==> src/hw/sct_pkg.sv <==
package sct_pkg;
  // Behaviour
  // - The whole shadow image is copied into the active image in one clock cycle.
  // - Written data lands only in shadow memory and active memory is untouched until a copy is enabled.
  // - After a primary load the copy waits until the permit pin is high.
  // - After a primary load, further data may be written to shadow while the active image runs.
  // - Immediate mode copies as soon as the reconfiguration write ends.
  // - Event mode copies on a chosen internal or external trigger.
  // - Armed event mode lets an arm term gate the trigger, and at most one of them is external.
  // - Clock synchronised mode copies only when all chip clocks first become high together.
  // - Each of two cell outputs selects a chip clock, a comparator or converter output, or transfer done.
  // - Each cell output has a programmable polarity.
  // - Two independent logic inputs are routed into the analog modules.
  // - Table memory may override chosen active configuration locations.
  // - In master mode the configuration logic advances on master clock divided by 16.

  // ****************************************************************
  // Sizes and counts
  // ****************************************************************
  localparam int NUM_CLKS = 6;
  localparam int CFG_WORDS = 16;
  localparam int CFG_WIDTH = 8;
  localparam int ADDR_W = 4;
  localparam int LUT_DEPTH = 256;
  localparam int LUT_ADDR_W = 8;
  localparam int MASTER_DIV = 16;
  localparam int DIV_W = 4;

  // ****************************************************************
  // Timing cell modes and output selects
  // ****************************************************************
  typedef enum logic [1:0] {
    SCT_IMMEDIATE, SCT_EVENT, SCT_ARMED, SCT_CLKSYNC
  } sct_mode_t;

  localparam logic [2:0] SEL_CMP = 3'h6;
  localparam logic [2:0] SEL_SAR = 3'h7;
  localparam int SEL_W = 4;
  localparam logic [3:0] SEL_DONE = 4'h8;

  // Trigger configuration of the timing cell
  typedef struct packed {
    sct_mode_t mode;
    logic trig_ext;   // Trigger from pin, else comparator
    logic arm_ext;    // Arm from pin, else comparator
  } sct_timing_t;

  // Write port from serial front end
  typedef struct packed {
    logic we;
    logic [ADDR_W-1:0] addr;
    logic [CFG_WIDTH-1:0] data;
    logic frame;      // Write frame open
  } sct_wr_t;
endpackage

==> src/hw/sct_transfer_ctrl.sv <==
`timescale 1ns/100ps
module sct_transfer_ctrl #(
  parameter int WORDS = sct_pkg::CFG_WORDS,
  parameter int WIDTH = sct_pkg::CFG_WIDTH
) (
  input wire logic clk, // Clock
  input wire logic rst, // Sync reset
  input wire logic master_mode, // Pin, 1 = self boot
  input wire logic master_clk_tick, // Master clock pulse
  input wire sct_pkg::sct_wr_t wr, // Shadow write port
  input wire logic primary, // Frame is a primary load
  input wire logic permit_pin, // Transfer permit pin
  input wire sct_pkg::sct_timing_t timing, // Timing cell setup
  input wire logic cmp_in, // Comparator output
  input wire logic sar_in, // Converter output
  input wire logic ext_trig_pin, // External event pin
  input wire logic [sct_pkg::NUM_CLKS-1:0] chip_clk_pin, // Chip clocks
  input wire logic [1:0] logic_in_pin, // Cell logic inputs
  input wire logic [sct_pkg::LUT_ADDR_W-1:0] lut_addr, // Table index
  input wire logic [WORDS-1:0] lut_enable, // Words overridden
  input wire logic lut_we, // Table write
  input wire logic [WIDTH-1:0] lut_wdata, // Table data
  input wire logic [sct_pkg::SEL_W-1:0] sel_a, // Output A select
  input wire logic [sct_pkg::SEL_W-1:0] sel_b, // Output B select
  input wire logic inv_a, // Output A invert
  input wire logic inv_b, // Output B invert
  output logic [WORDS*WIDTH-1:0] active_cfg, // Image to analog core
  output logic [1:0] module_ctrl, // Logic to analog modules
  output logic xfer_done, // Transfer done
  output logic primary_done, // Primary image active
  output logic cfg_error, // Two external sources chosen
  output logic out_a, // Cell output A
  output logic out_b // Cell output B
);
  localparam int AW = $clog2(WORDS);

  // All state of this module except the table memory
  typedef struct packed {
    logic [WORDS-1:0][WIDTH-1:0] shadow;
    logic [WORDS-1:0][WIDTH-1:0] active;
    logic pending;         // Shadow holds unsent data
    logic pend_primary;    // Pending data is a primary load
    logic primary_done;
    logic frame_d;
    logic done;
    logic armed;
    logic trig_d;
    logic allclk_d;
    logic [sct_pkg::DIV_W-1:0] div;
    logic [1:0][sct_pkg::NUM_CLKS+4-1:0] sync;
    logic [WIDTH-1:0] lut_q;
  } sct_state_t;

  sct_state_t st_reg, st_next;
  logic [WIDTH-1:0] lut_mem [sct_pkg::LUT_DEPTH];
  logic cfg_tick, frame_end, trig, arm, all_clk, fire, bad_src, new_img;
  logic [sct_pkg::NUM_CLKS-1:0] clk_s;
  logic ext_s, permit_s;
  logic [1:0] lin_s;

  // ****************************************************************
  // Table memory
  // ****************************************************************
  // Kept outside the state struct so it can map to a RAM
  always_ff @(posedge clk) begin
    if (lut_we) begin
      lut_mem[lut_addr] <= lut_wdata;
    end
  end

  // ****************************************************************
  // Next state
  // ****************************************************************
  always_comb begin
    st_next = st_reg;
    // Two-stage sync of all pin inputs but master_mode; only stage 2 is read below
    st_next.sync[0] = {logic_in_pin, permit_pin, ext_trig_pin, chip_clk_pin};
    st_next.sync[1] = st_reg.sync[0];
    {lin_s, permit_s, ext_s, clk_s} = st_reg.sync[1];
    st_next.lut_q = lut_mem[lut_addr];

    // Master mode steps on a divided tick, slave on every clock
    cfg_tick = 1'b1;
    if (master_mode) begin
      cfg_tick = master_clk_tick &&
        (st_reg.div == sct_pkg::DIV_W'(sct_pkg::MASTER_DIV - 1));
    end
    if (master_mode && master_clk_tick) begin
      st_next.div = st_reg.div + sct_pkg::DIV_W'(1);
    end

    frame_end = st_reg.frame_d && !wr.frame;
    if (cfg_tick) begin
      st_next.frame_d = wr.frame;
    end

    // Shadow only; active left alone by a write
    if (cfg_tick && wr.we && (primary || st_reg.primary_done)) begin
      st_next.shadow[wr.addr[AW-1:0]] = wr.data;
    end
    // A refused frame before the primary load asks for no copy
    new_img = cfg_tick && frame_end && (primary || st_reg.primary_done);
    if (new_img) begin
      st_next.pending = 1'b1;
      st_next.pend_primary = primary;
    end

    // Trigger terms and the external-source conflict
    bad_src = timing.trig_ext && timing.arm_ext;
    trig = timing.trig_ext ? ext_s : cmp_in;
    arm = timing.arm_ext ? ext_s : cmp_in;
    st_next.trig_d = trig;
    all_clk = &clk_s;
    st_next.allclk_d = all_clk;
    if (!st_reg.pending) begin
      st_next.armed = 1'b0;
    end else if (arm) begin
      st_next.armed = 1'b1;
    end

    fire = 1'b0;
    if (st_reg.pending) begin
      if (st_reg.pend_primary) begin
        fire = permit_s;
      end else begin
        case (timing.mode)
          sct_pkg::SCT_IMMEDIATE: fire = 1'b1;
          sct_pkg::SCT_EVENT: fire = trig && !st_reg.trig_d;
          sct_pkg::SCT_ARMED:
            fire = st_reg.armed && trig && !st_reg.trig_d && !bad_src;
          sct_pkg::SCT_CLKSYNC:
            fire = all_clk && !st_reg.allclk_d;
          default: fire = 1'b0;
        endcase
      end
    end

    // Whole image in one cycle
    if (fire) begin
      st_next.active = st_reg.shadow;
      st_next.pending = new_img; // A frame ending now keeps its copy
      st_next.done = 1'b1;
      if (st_reg.pend_primary) begin
        st_next.primary_done = 1'b1;
      end
    end else if (cfg_tick && wr.frame && !st_reg.frame_d) begin
      st_next.done = 1'b0;
    end
  end

  always_ff @(posedge clk) begin
    if (rst) begin
      st_reg <= '0;
    end else begin
      st_reg <= st_next;
    end
  end

  // ****************************************************************
  // Outputs
  // ****************************************************************
  // Table override costs one word mux per location
  always_comb begin
    for (int i = 0; i < WORDS; i++) begin
      active_cfg[i*WIDTH +: WIDTH] = lut_enable[i] ?
        st_reg.lut_q : st_reg.active[i];
    end
  end

  assign module_ctrl = lin_s;
  assign xfer_done = st_reg.done;
  assign primary_done = st_reg.primary_done;
  assign cfg_error = bad_src;

  // Two routed outputs per cell
  sct_out_route u_out_a (
    .clk(clk), .rst(rst), .chip_clk(clk_s), .cmp_in(cmp_in),
    .sar_in(sar_in), .done_in(st_reg.done), .sel(sel_a),
    .invert(inv_a), .pin_out(out_a)
  );
  sct_out_route u_out_b (
    .clk(clk), .rst(rst), .chip_clk(clk_s), .cmp_in(cmp_in),
    .sar_in(sar_in), .done_in(st_reg.done), .sel(sel_b),
    .invert(inv_b), .pin_out(out_b)
  );

  // ****************************************************************
  // Checks
  // ****************************************************************
  chk_copy_one_cycle: assert property (
    @(posedge clk) disable iff (rst)
    fire |=> st_reg.active == $past(st_reg.shadow))
    else $error("copy not in one cycle");
  chk_active_holds: assert property (
    @(posedge clk) disable iff (rst)
    !fire |=> $stable(st_reg.active))
    else $error("active changed without copy");
  chk_permit_gate: assert property (
    @(posedge clk) disable iff (rst)
    (st_reg.pending && st_reg.pend_primary && !permit_s) |=>
      !st_reg.done || $past(st_reg.done))
    else $error("primary copy without permit");
  // Immediate mode never leaves a non-primary image pending for more than one cycle
  chk_immediate_mode: assert property (
    @(posedge clk) disable iff (rst)
    (st_reg.pending && !st_reg.pend_primary &&
     timing.mode == sct_pkg::SCT_IMMEDIATE) |-> fire)
    else $error("immediate copy late");
  // Trigger rise rebuilt from the sources, not from the stored copy
  chk_event_edge: assert property (
    @(posedge clk) disable iff (rst)
    (fire && !st_reg.pend_primary && timing.mode == sct_pkg::SCT_EVENT)
      |-> $rose(timing.trig_ext ? ext_s : cmp_in))
    else $error("event copy without trigger");
  chk_armed_gate: assert property (
    @(posedge clk) disable iff (rst)
    (fire && !st_reg.pend_primary && timing.mode == sct_pkg::SCT_ARMED)
      |-> st_reg.armed && !cfg_error &&
        $rose(timing.trig_ext ? ext_s : cmp_in))
    else $error("armed copy without arm");
  chk_clk_align: assert property (
    @(posedge clk) disable iff (rst)
    (fire && !st_reg.pend_primary && timing.mode == sct_pkg::SCT_CLKSYNC)
      |-> $rose(&clk_s))
    else $error("copy off clock alignment");
  chk_done_follows: assert property (
    @(posedge clk) disable iff (rst)
    fire |=> xfer_done)
    else $error("done missing after copy");
  chk_master_div: assert property (
    @(posedge clk) disable iff (rst)
    (master_mode && cfg_tick) |->
      st_reg.div == sct_pkg::DIV_W'(sct_pkg::MASTER_DIV - 1))
    else $error("master tick not divided");
  // Sixteen master ticks apart, and a tick comes at most once a cycle
  chk_master_gap: assert property (
    @(posedge clk) disable iff (rst)
    (master_mode && cfg_tick) |=> (!cfg_tick || !master_mode) [*8]
      ##1 (!cfg_tick || !master_mode) [*7])
    else $error("master steps too close");
  chk_table_override: assert property (
    @(posedge clk) disable iff (rst)
    lut_enable[0] |-> active_cfg[WIDTH-1:0] == st_reg.lut_q)
    else $error("table override lost");

  cov_primary_copy: cover property (@(posedge clk)
    fire && st_reg.pend_primary);
  cov_event_copy: cover property (@(posedge clk)
    fire && timing.mode == sct_pkg::SCT_EVENT);
  cov_sync_copy: cover property (@(posedge clk)
    fire && timing.mode == sct_pkg::SCT_CLKSYNC);
  cov_armed_copy: cover property (@(posedge clk)
    fire && timing.mode == sct_pkg::SCT_ARMED);
endmodule

==> src/hw/sct_out_route.sv <==
`timescale 1ns/100ps
module sct_out_route (
  input wire logic clk, // Clock
  input wire logic rst, // Sync reset
  input wire logic [sct_pkg::NUM_CLKS-1:0] chip_clk, // Chip clocks
  input wire logic cmp_in, // Comparator
  input wire logic sar_in, // Converter bit
  input wire logic done_in, // Transfer done
  input wire logic [sct_pkg::SEL_W-1:0] sel, // Source select
  input wire logic invert, // Polarity
  output logic pin_out // Routed output
);
  typedef struct packed {
    logic q;
  } sct_or_state_t;
  sct_or_state_t st_reg, st_next;
  logic src;

  // ****************************************************************
  // Source pick and polarity
  // ****************************************************************
  // Clocks are pre-synchronised by the caller; one cycle of delay is kept
  always_comb begin
    src = 1'b0;
    if (sel < sct_pkg::SEL_W'(sct_pkg::NUM_CLKS)) begin
      src = chip_clk[sel[2:0]];
    end else if (sel == {1'b0, sct_pkg::SEL_CMP}) begin
      src = cmp_in;
    end else if (sel == {1'b0, sct_pkg::SEL_SAR}) begin
      src = sar_in;
    end else if (sel == sct_pkg::SEL_DONE) begin
      src = done_in;
    end
    st_next.q = src ^ invert;
  end

  always_ff @(posedge clk) begin
    if (rst) begin
      st_reg <= '0;
    end else begin
      st_reg <= st_next;
    end
  end

  assign pin_out = st_reg.q;

  chk_polarity_route: assert property (
    @(posedge clk) disable iff (rst)
    !$past(rst) |-> pin_out == ($past(src) ^ $past(invert)))
    else $error("routed output wrong");
endmodule

==> config.mk <==
export PLATFORM = sky130hd
export DESIGN_NAME = sct_transfer_ctrl
export DESIGN_NICKNAME = d
export VERILOG_FILES = /design/src/hw/sct_pkg.sv /design/src/hw/sct_transfer_ctrl.sv /design/src/hw/sct_out_route.sv
export SDC_FILE = /design/constraint.sdc
export NUM_CORES = 2
export LEC_CHECK = 0
export BUFFER_PORTS_ARGS = -buffer_cell sky130_fd_sc_hd__buf_2
export CAP_MARGIN = 30
export CORE_MARGIN = 2
export CORE_UTILIZATION = 55
export CTS_BUF_LIST = sky130_fd_sc_hd__clkbuf_8
export CTS_CLUSTER_SIZE = 24
export DETAILED_ROUTE_END_ITERATION = 7
export PLACE_DENSITY_LB_ADDON = 0.1
export SLEW_MARGIN = 20
export SYNTH_ARGS = -nofsm -noshare
export SYNTH_HDL_FRONTEND = slang
export SYNTH_SLANG_ARGS = --single-unit
==> constraint.sdc <==
create_clock -name clk -period 4.02 [get_ports clk]
set_clock_uncertainty 0.1 [all_clocks]
set_input_delay 0.402 -clock clk [delete_from_list [all_inputs] [get_ports clk]]
set_output_delay 0.402 -clock clk [all_outputs]
set_load 0.03 [all_outputs]
Word-level counts from Yosys, hierarchy flattened
Memory sizes are Yosys's and may differ from the RTL's. A register that Yosys moved wholly into a read port is not among the register bits.
Cells that the tools add are included.
{ "word_totals": {"register_bits": 290, "mem_bits_rw": 2048, "inputBits": 78, "output_inout_bits": 135, "wordCells": 137, "memories": 1} }
{ "op_classes": {"n_addsub": 1, "magnitude_cmp": 6, "eq_ne": 10, "n_mux": 43, "bitwise": 3, "reduce_logical": 28} }
{ "mem_list": {"columns": ["name", "depth", "width", "rd", "rd_ports_with_merged_regs", "wr", "line", "source"], "rows": [
  ["lut_mem", 256, 8, 1, 1, 1, "sct_transfer_ctrl.sv:55", "logic [WIDTH-1:0] lut_mem [sct_pkg::LUT_DEPTH];"]
]} }
{ "ops": {"columns": ["cell", "count"], "rows": [
  ["$mux W8", 17],
  ["$bwmux W128", 1],
  ["$demux W8 S4", 1],
  ["$mux W1", 20],
  ["$eq A4 B3 Y1 const B", 4],
  ["$logic_and A1 B1 Y1", 16],
  ["$eq A4 B4 Y1 const B", 3],
  ["$lt A3 B4 Y1 const B", 2],
  ["$lt A4 B3 Y1 const B", 2],
  ["$bmux W1 S3", 2],
  ["$reduce_and A6 Y1", 1],
  ["$logic_not A1 Y1", 5],
  ["$lt A4 B5 Y1 const B", 1],
  ["$add A4 B1 Y4 const B", 1],
  ["$eq A2 B2 Y1 const B", 2],
  ["$ge A4 B1 Y1 const B", 1],
  ["$pmux W1 S4", 1],
  ["$reduce_bool A2 Y1", 2],
  ["$eq A2 B1 Y1 const B", 1],
  ["$logic_not A2 Y1", 1],
  ["$mux W2", 1],
  ["$reduce_and A2 Y1", 1],
  ["$reduce_or A2 Y1", 1],
  ["$xor A1 B1 Y1", 2],
  ["2 further kinds", 2]
]} }

Depth between registers and ports, before layout
{ "depth": {"depth_word": 8, "mapped_depth": 13, "ltp_nobuf": 8} }

Modules after synthesis
From an unflattened synthesis, not the netlist that was laid out.
{ "hier_totals": {"hier_cells": 5259, "hier_area_um2": 91885.6} }
{ "by_module_without_submodules": {"columns": ["module", "instances", "cells_each", "area_per_inst_um2", "seq_area_each_um2"], "rows": [
  ["sct_transfer_ctrl", 1, 5233, 91625.4, 67424.7],
  ["sct_out_route", 2, 13, 130.1, 20.0]
]} }

Least setup slack after synthesis
OpenSTA, ideal clock, no wires.
{ "synth_timing": {"path_kind": "input to register", "start": "input port lut_addr[0] in the netlist's numbering", "end": "memory lut_mem[192][0] in the netlist's numbering, enable pin", "setup_ns": 0.383, "arrival_time_ns": 2.660, "t_required_ns": 3.537, "setup_slack_ns": 0.877, "path_stages": 10, "n_path_buf": 8, "cell_sequence": "buf_6 -> buf_6 -> buf_6 -> buf_4 -> buf_2 -> buf_4 -> buf_2 -> or2_2 -> clkbuf_1 -> nor3_1"} }
{ "synth_lines": {"columns": ["element", "line", "source"], "rows": [
  ["from (decl)", "sct_transfer_ctrl.sv:19", "input wire logic [sct_pkg::LUT_ADDR_W-1:0] lut_addr,"],
  ["to (decl)", "sct_transfer_ctrl.sv:55", null]
]} }
Straight into the memory's write port.

Worst setup path in the final report
{ "layout_timing": {"start": "register st_reg, in the netlist ext_s", "end": "register st_reg[104] in the netlist's numbering"} }
{ "layout_via": {"elab_chain_cells": 7, "elab_cells_between_ends": 8, "classes_between": "mux: 4; reduce/logical: 4"} }
{ "layout_rtl": {"columns": ["element", "line", "source"], "rows": [
  ["from (decl)", "sct_transfer_ctrl.sv:54", "sct_state_t st_reg, st_next;"],
  ["from (signal assigned)", "sct_transfer_ctrl.sv:155", "st_reg <= st_next;"],
  ["$mux W1 *", "sct_transfer_ctrl.sv:110", "trig = timing.trig_ext ? ext_s : cmp_in;"],
  ["$logic_and A1 B1 Y1 (3 in a row)", "sct_transfer_ctrl.sv:130", "fire = st_reg.armed && trig && !st_reg.trig_d && !bad_src;"],
  ["$pmux W1 S4 *", "sct_transfer_ctrl.sv:126", "case (timing.mode)"],
  ["$mux W1 *", "sct_transfer_ctrl.sv:123", "if (st_reg.pend_primary) begin"],
  ["$mux W1 *", "sct_transfer_ctrl.sv:122", "if (st_reg.pending) begin"]
]} }
Mark *: on every way between the ends. The rest lies on a longest branch, timed or not.
A chain may end at the register's enable or synchronous reset.

==> impl_metrics.py <==
metrics = {
    "timing": {
        "setup_violations": 0,
        "period_share_pct": 87.4,
        "post-route-min-period_ns": 3.51,
        "maxClockFrequency_mhz": 285,
        "final_hold_viol_count": 0,
        "tightest_slew_ns": 1.02,
        "setup_tns_ns": 0,
        "rsz0062_at_grt": "no",
        "relSlewSlack_pct": 32.2,
        "slew_viol_final": 0,
    },
    "global_route": {
        "grtUsageTotal_pct": 28.3,
        "grt_antenna_before_repair": 5,
        "grt_pass1_wl_um": 350000,
        "overflow": 0,
        "grt_pass1_vias": 51856,
        "grt_max_degree": 134,
    },
    "layout": {
        "nets": 6167,
        "nFillCells": 11847,
        "final_area_um2": 106000,
        "layout.cells.non_filler": 8554,
        "utilization_pct": 64.0,
        "drive_gt1_share_pct": 27.7,
        "syn2layout_area_growth_pct": 15.3,
        "largest_reg_flops": 2048,
        "final_cell_mix": "edfxtp_1 (2,048), buf_4 (454), nand2_1 (429), mux4_2 (412), clkbuf_8 (399)",
        "layout_commonest_cell": "edfxtp_1",
    },
    "synth": {
        "async_reset_ff_share_pct": 0,
        "netlist_instances": 5282,
        "synth-seq-cells": 2346,
        "synth.distinct_cells": 59,
        "synth_area_leader_cell": "edfxtp_1",
        "ys.flop_type": "edfxtp_1",
        "yosys-top-cells-area": "edfxtp_1 (67%), mux4_2 (10%), dfxtp_1 (6.5%)",
        "ys_warn_count": 0,
        "syn_avg_cell_area_um2": 17.4,
        "syn_nets": 5361,
        "seq_area_frac_synth_pct": 73.4,
        "netlist.area_leader.share_pct": 67.0,
        "synth_edf_count": 2048,
        "synthesis.area_um2": 91900,
    },
    "clocking": {
        "clock_path_buffers": 4,
        "cts.sinks": 2346,
        "cts_setup_buffers": 0,
        "clk-insertion-delay-late_ns": 1.07,
        "cts_tree": "yes",
        "h-tree-depth": 5,
        "root_buffer": "clkbuf_8",
        "cts_made_buffers": 386,
        "clkTransAtPathRegs_ns": 0.06,
        "cts_resized": 0,
    },
    "floorplanning": {
        "fp-row-count": 149,
        "die_w_um": 413,
        "die_h_um": 413,
        "die-area_um2": 170000,
        "core_area_um2": 165000,
        "start_util_pct": 55.5,
        "io_pins": 213,
    },
    "setup_path": {
        "timing_worst_setup_path_type": "reg2reg",
        "crit_path_end": "st_reg[104]$_SDFFE_PP0P_",
        "setup.worst_path.start": "ext_s$_SDFF_PP0_",
        "required_ns": 4.80,
        "path_cells": "mux2i_1 > o41ai_1 > a31oi_1 > dlygate4sd3_1 > o31ai_1 > nand2_4 > buf_4 > nand2_1 > a21oi_1",
        "reg2reg_from": "ext_s$_SDFF_PP0_",
        "crit_path_start_kind": "register",
        "reg2reg_to": "st_reg[104]$_SDFFE_PP0P_",
        "arrival_ns": 4.29,
        "path_max_fanout": 76,
        "critPathTopFamily": "buffers and inverters",
        "endpoint_kind": "register",
        "cp_slowest_cell": "dlygate4sd3_1",
        "cp_slowest_stage_delay_ns": 0.57,
        "reg2reg_depth": 9,
        "path_buf_inv": 2,
        "reg2reg_slack_ns": 0.51,
        "worstSetupPathDepth": 9,
    },
    "routing": {
        "wl_per_cell_um": 28.0,
        "drt_iter0_markers": 6121,
        "route.detailed.drc": 0,
        "drt-vias-per-instance": 6.11,
        "ant_nets": 0,
        "dr.pass1.iters": 6,
        "via_count": 52228,
        "routed_wirelength_um": 240000,
    },
    "worst_hold_path": {
        "hold_path_class": "in2reg",
    },
    "place": {
        "dp_cells": 7816,
        "port_buffers": 212,
        "dpl_cell_area_um2": 98500,
        "gp_congestion": 0.880,
        "dp_hpwl_um": 151000,
    },
    "flow_run": {
        "drv_cap": 0,
    },
    "run_status": {
        "outcome": "finished clean",
    },
    "power_and_ir_drop": {
        "ir_drop_mv": 0.357,
        "p_leak_uw": 0.0360,
        "power.density_nw_per_um2": 455,
    },
}
-- area by class of cell --
type,instances,area [um^2],share of cell area (%)
Inverter,6,22.5,0.0213
Multi-Input combinational cell,2566,22800,21.5
Tap cell,2189,2740,2.59
Clock buffer,395,5440,5.14
Timing Repair Buffer,782,6200,5.86
Clock inverter,268,1240,1.17
Antenna cell,2,5.00,0.00473
Sequential cell,2346,67500,63.7
-- worst min-delay path by stage --
stage	startpoint	endpoint	cells after the start
floorplan	st_next[18]$_SDFF_PP0_	clk_s[0]$_SDFF_PP0_	1
global placement	st_next[22]$_SDFF_PP0_	clk_s[4]$_SDFF_PP0_	1
detailed placement	st_next[19]$_SDFF_PP0_	clk_s[1]$_SDFF_PP0_	1
CTS	lut_addr[6]	lut_mem[251][2]$_DFFE_PP_	4
global route	lut_addr[6]	lut_mem[251][2]$_DFFE_PP_	4
finish	lut_addr[6]	lut_mem[251][2]$_DFFE_PP_	4
-- Yosys cell counts (all sizes together) (10+ instances only) --
| cell | instances |
|---|---|
| nand2 | 430 |
| nor3 | 62 |
| nor2 | 324 |
| nand3 | 119 |
| mux2 | 173 |
| edfxtp | 2048 |
| dfxtp | 298 |
| a211oi | 21 |
| o2bb2ai | 14 |
| a22oi | 89 |
| mux4 | 412 |
| clkbuf | 197 |
| and3 | 10 |
| a31oi | 17 |
| mux2i | 314 |
| nor2b | 48 |
| nand4 | 18 |
| o22ai | 42 |
| nor4 | 10 |
| buf | 167 |
| o21ai | 59 |
| a21oi | 275 |
| o211ai | 25 |
-- routing by layer --
layer	vias up	global-route usage [%]	wire length [um]
met5	-	0	13
met4	2	8.44	6390
met3	398	5.71	20500
met2	2390	43.7	113000
met1	27004	41.1	99300
li1	22434	-	-
-- kinds of logic (layout without fill, tap and decap cells) --
kind of cell,Yosys count,after routing,synth area share [%]
multiplexers,899,899,15.6
adder cells (fa/ha/maj),1,1,0.0136
buffers and inverters,370,1451,1.83
AO/OA/AOI/OAI,587,587,3.90
other,0,2,0
XOR/XNOR,4,4,0.0381
AND/OR/NAND/NOR,1075,1075,5.12
flip-flops,2346,2346,73.4
-- power by group --
part | leakage (uW) | internal (uW) | switching (uW)
registers | 0.0208 | 26500 | 54.1
logic | 0.0113 | 1080 | 1930
clock network | 0.00393 | 9440 | 9100
total | 0.0360 | 37000 | 11100
-- worst min-delay path, cell delays in order --
cell and delay [ns]:
buf_2 0.24, nand4_1 0.16, buf_4 0.26, nor2_1 0.09
-- stage by stage --
step	hold slack, ns	power [uW]	setup slack, ns
floorplan	0.314	28700	0.877
global placement	0.317	30000	0.100
detailed placement	0.325	30000	0.136
CTS	0.0829	48500	0.568
global route	0.147	49700	0.301
finish	0.182	48100	0.506
-- repair_timing --
item	4_1_cts	5_1_grt
hold buffers	72	0
setup endpoints to repair	0	0
endpoints found under the hold margin	1053	0
Power figures use the tool's default switching activity.
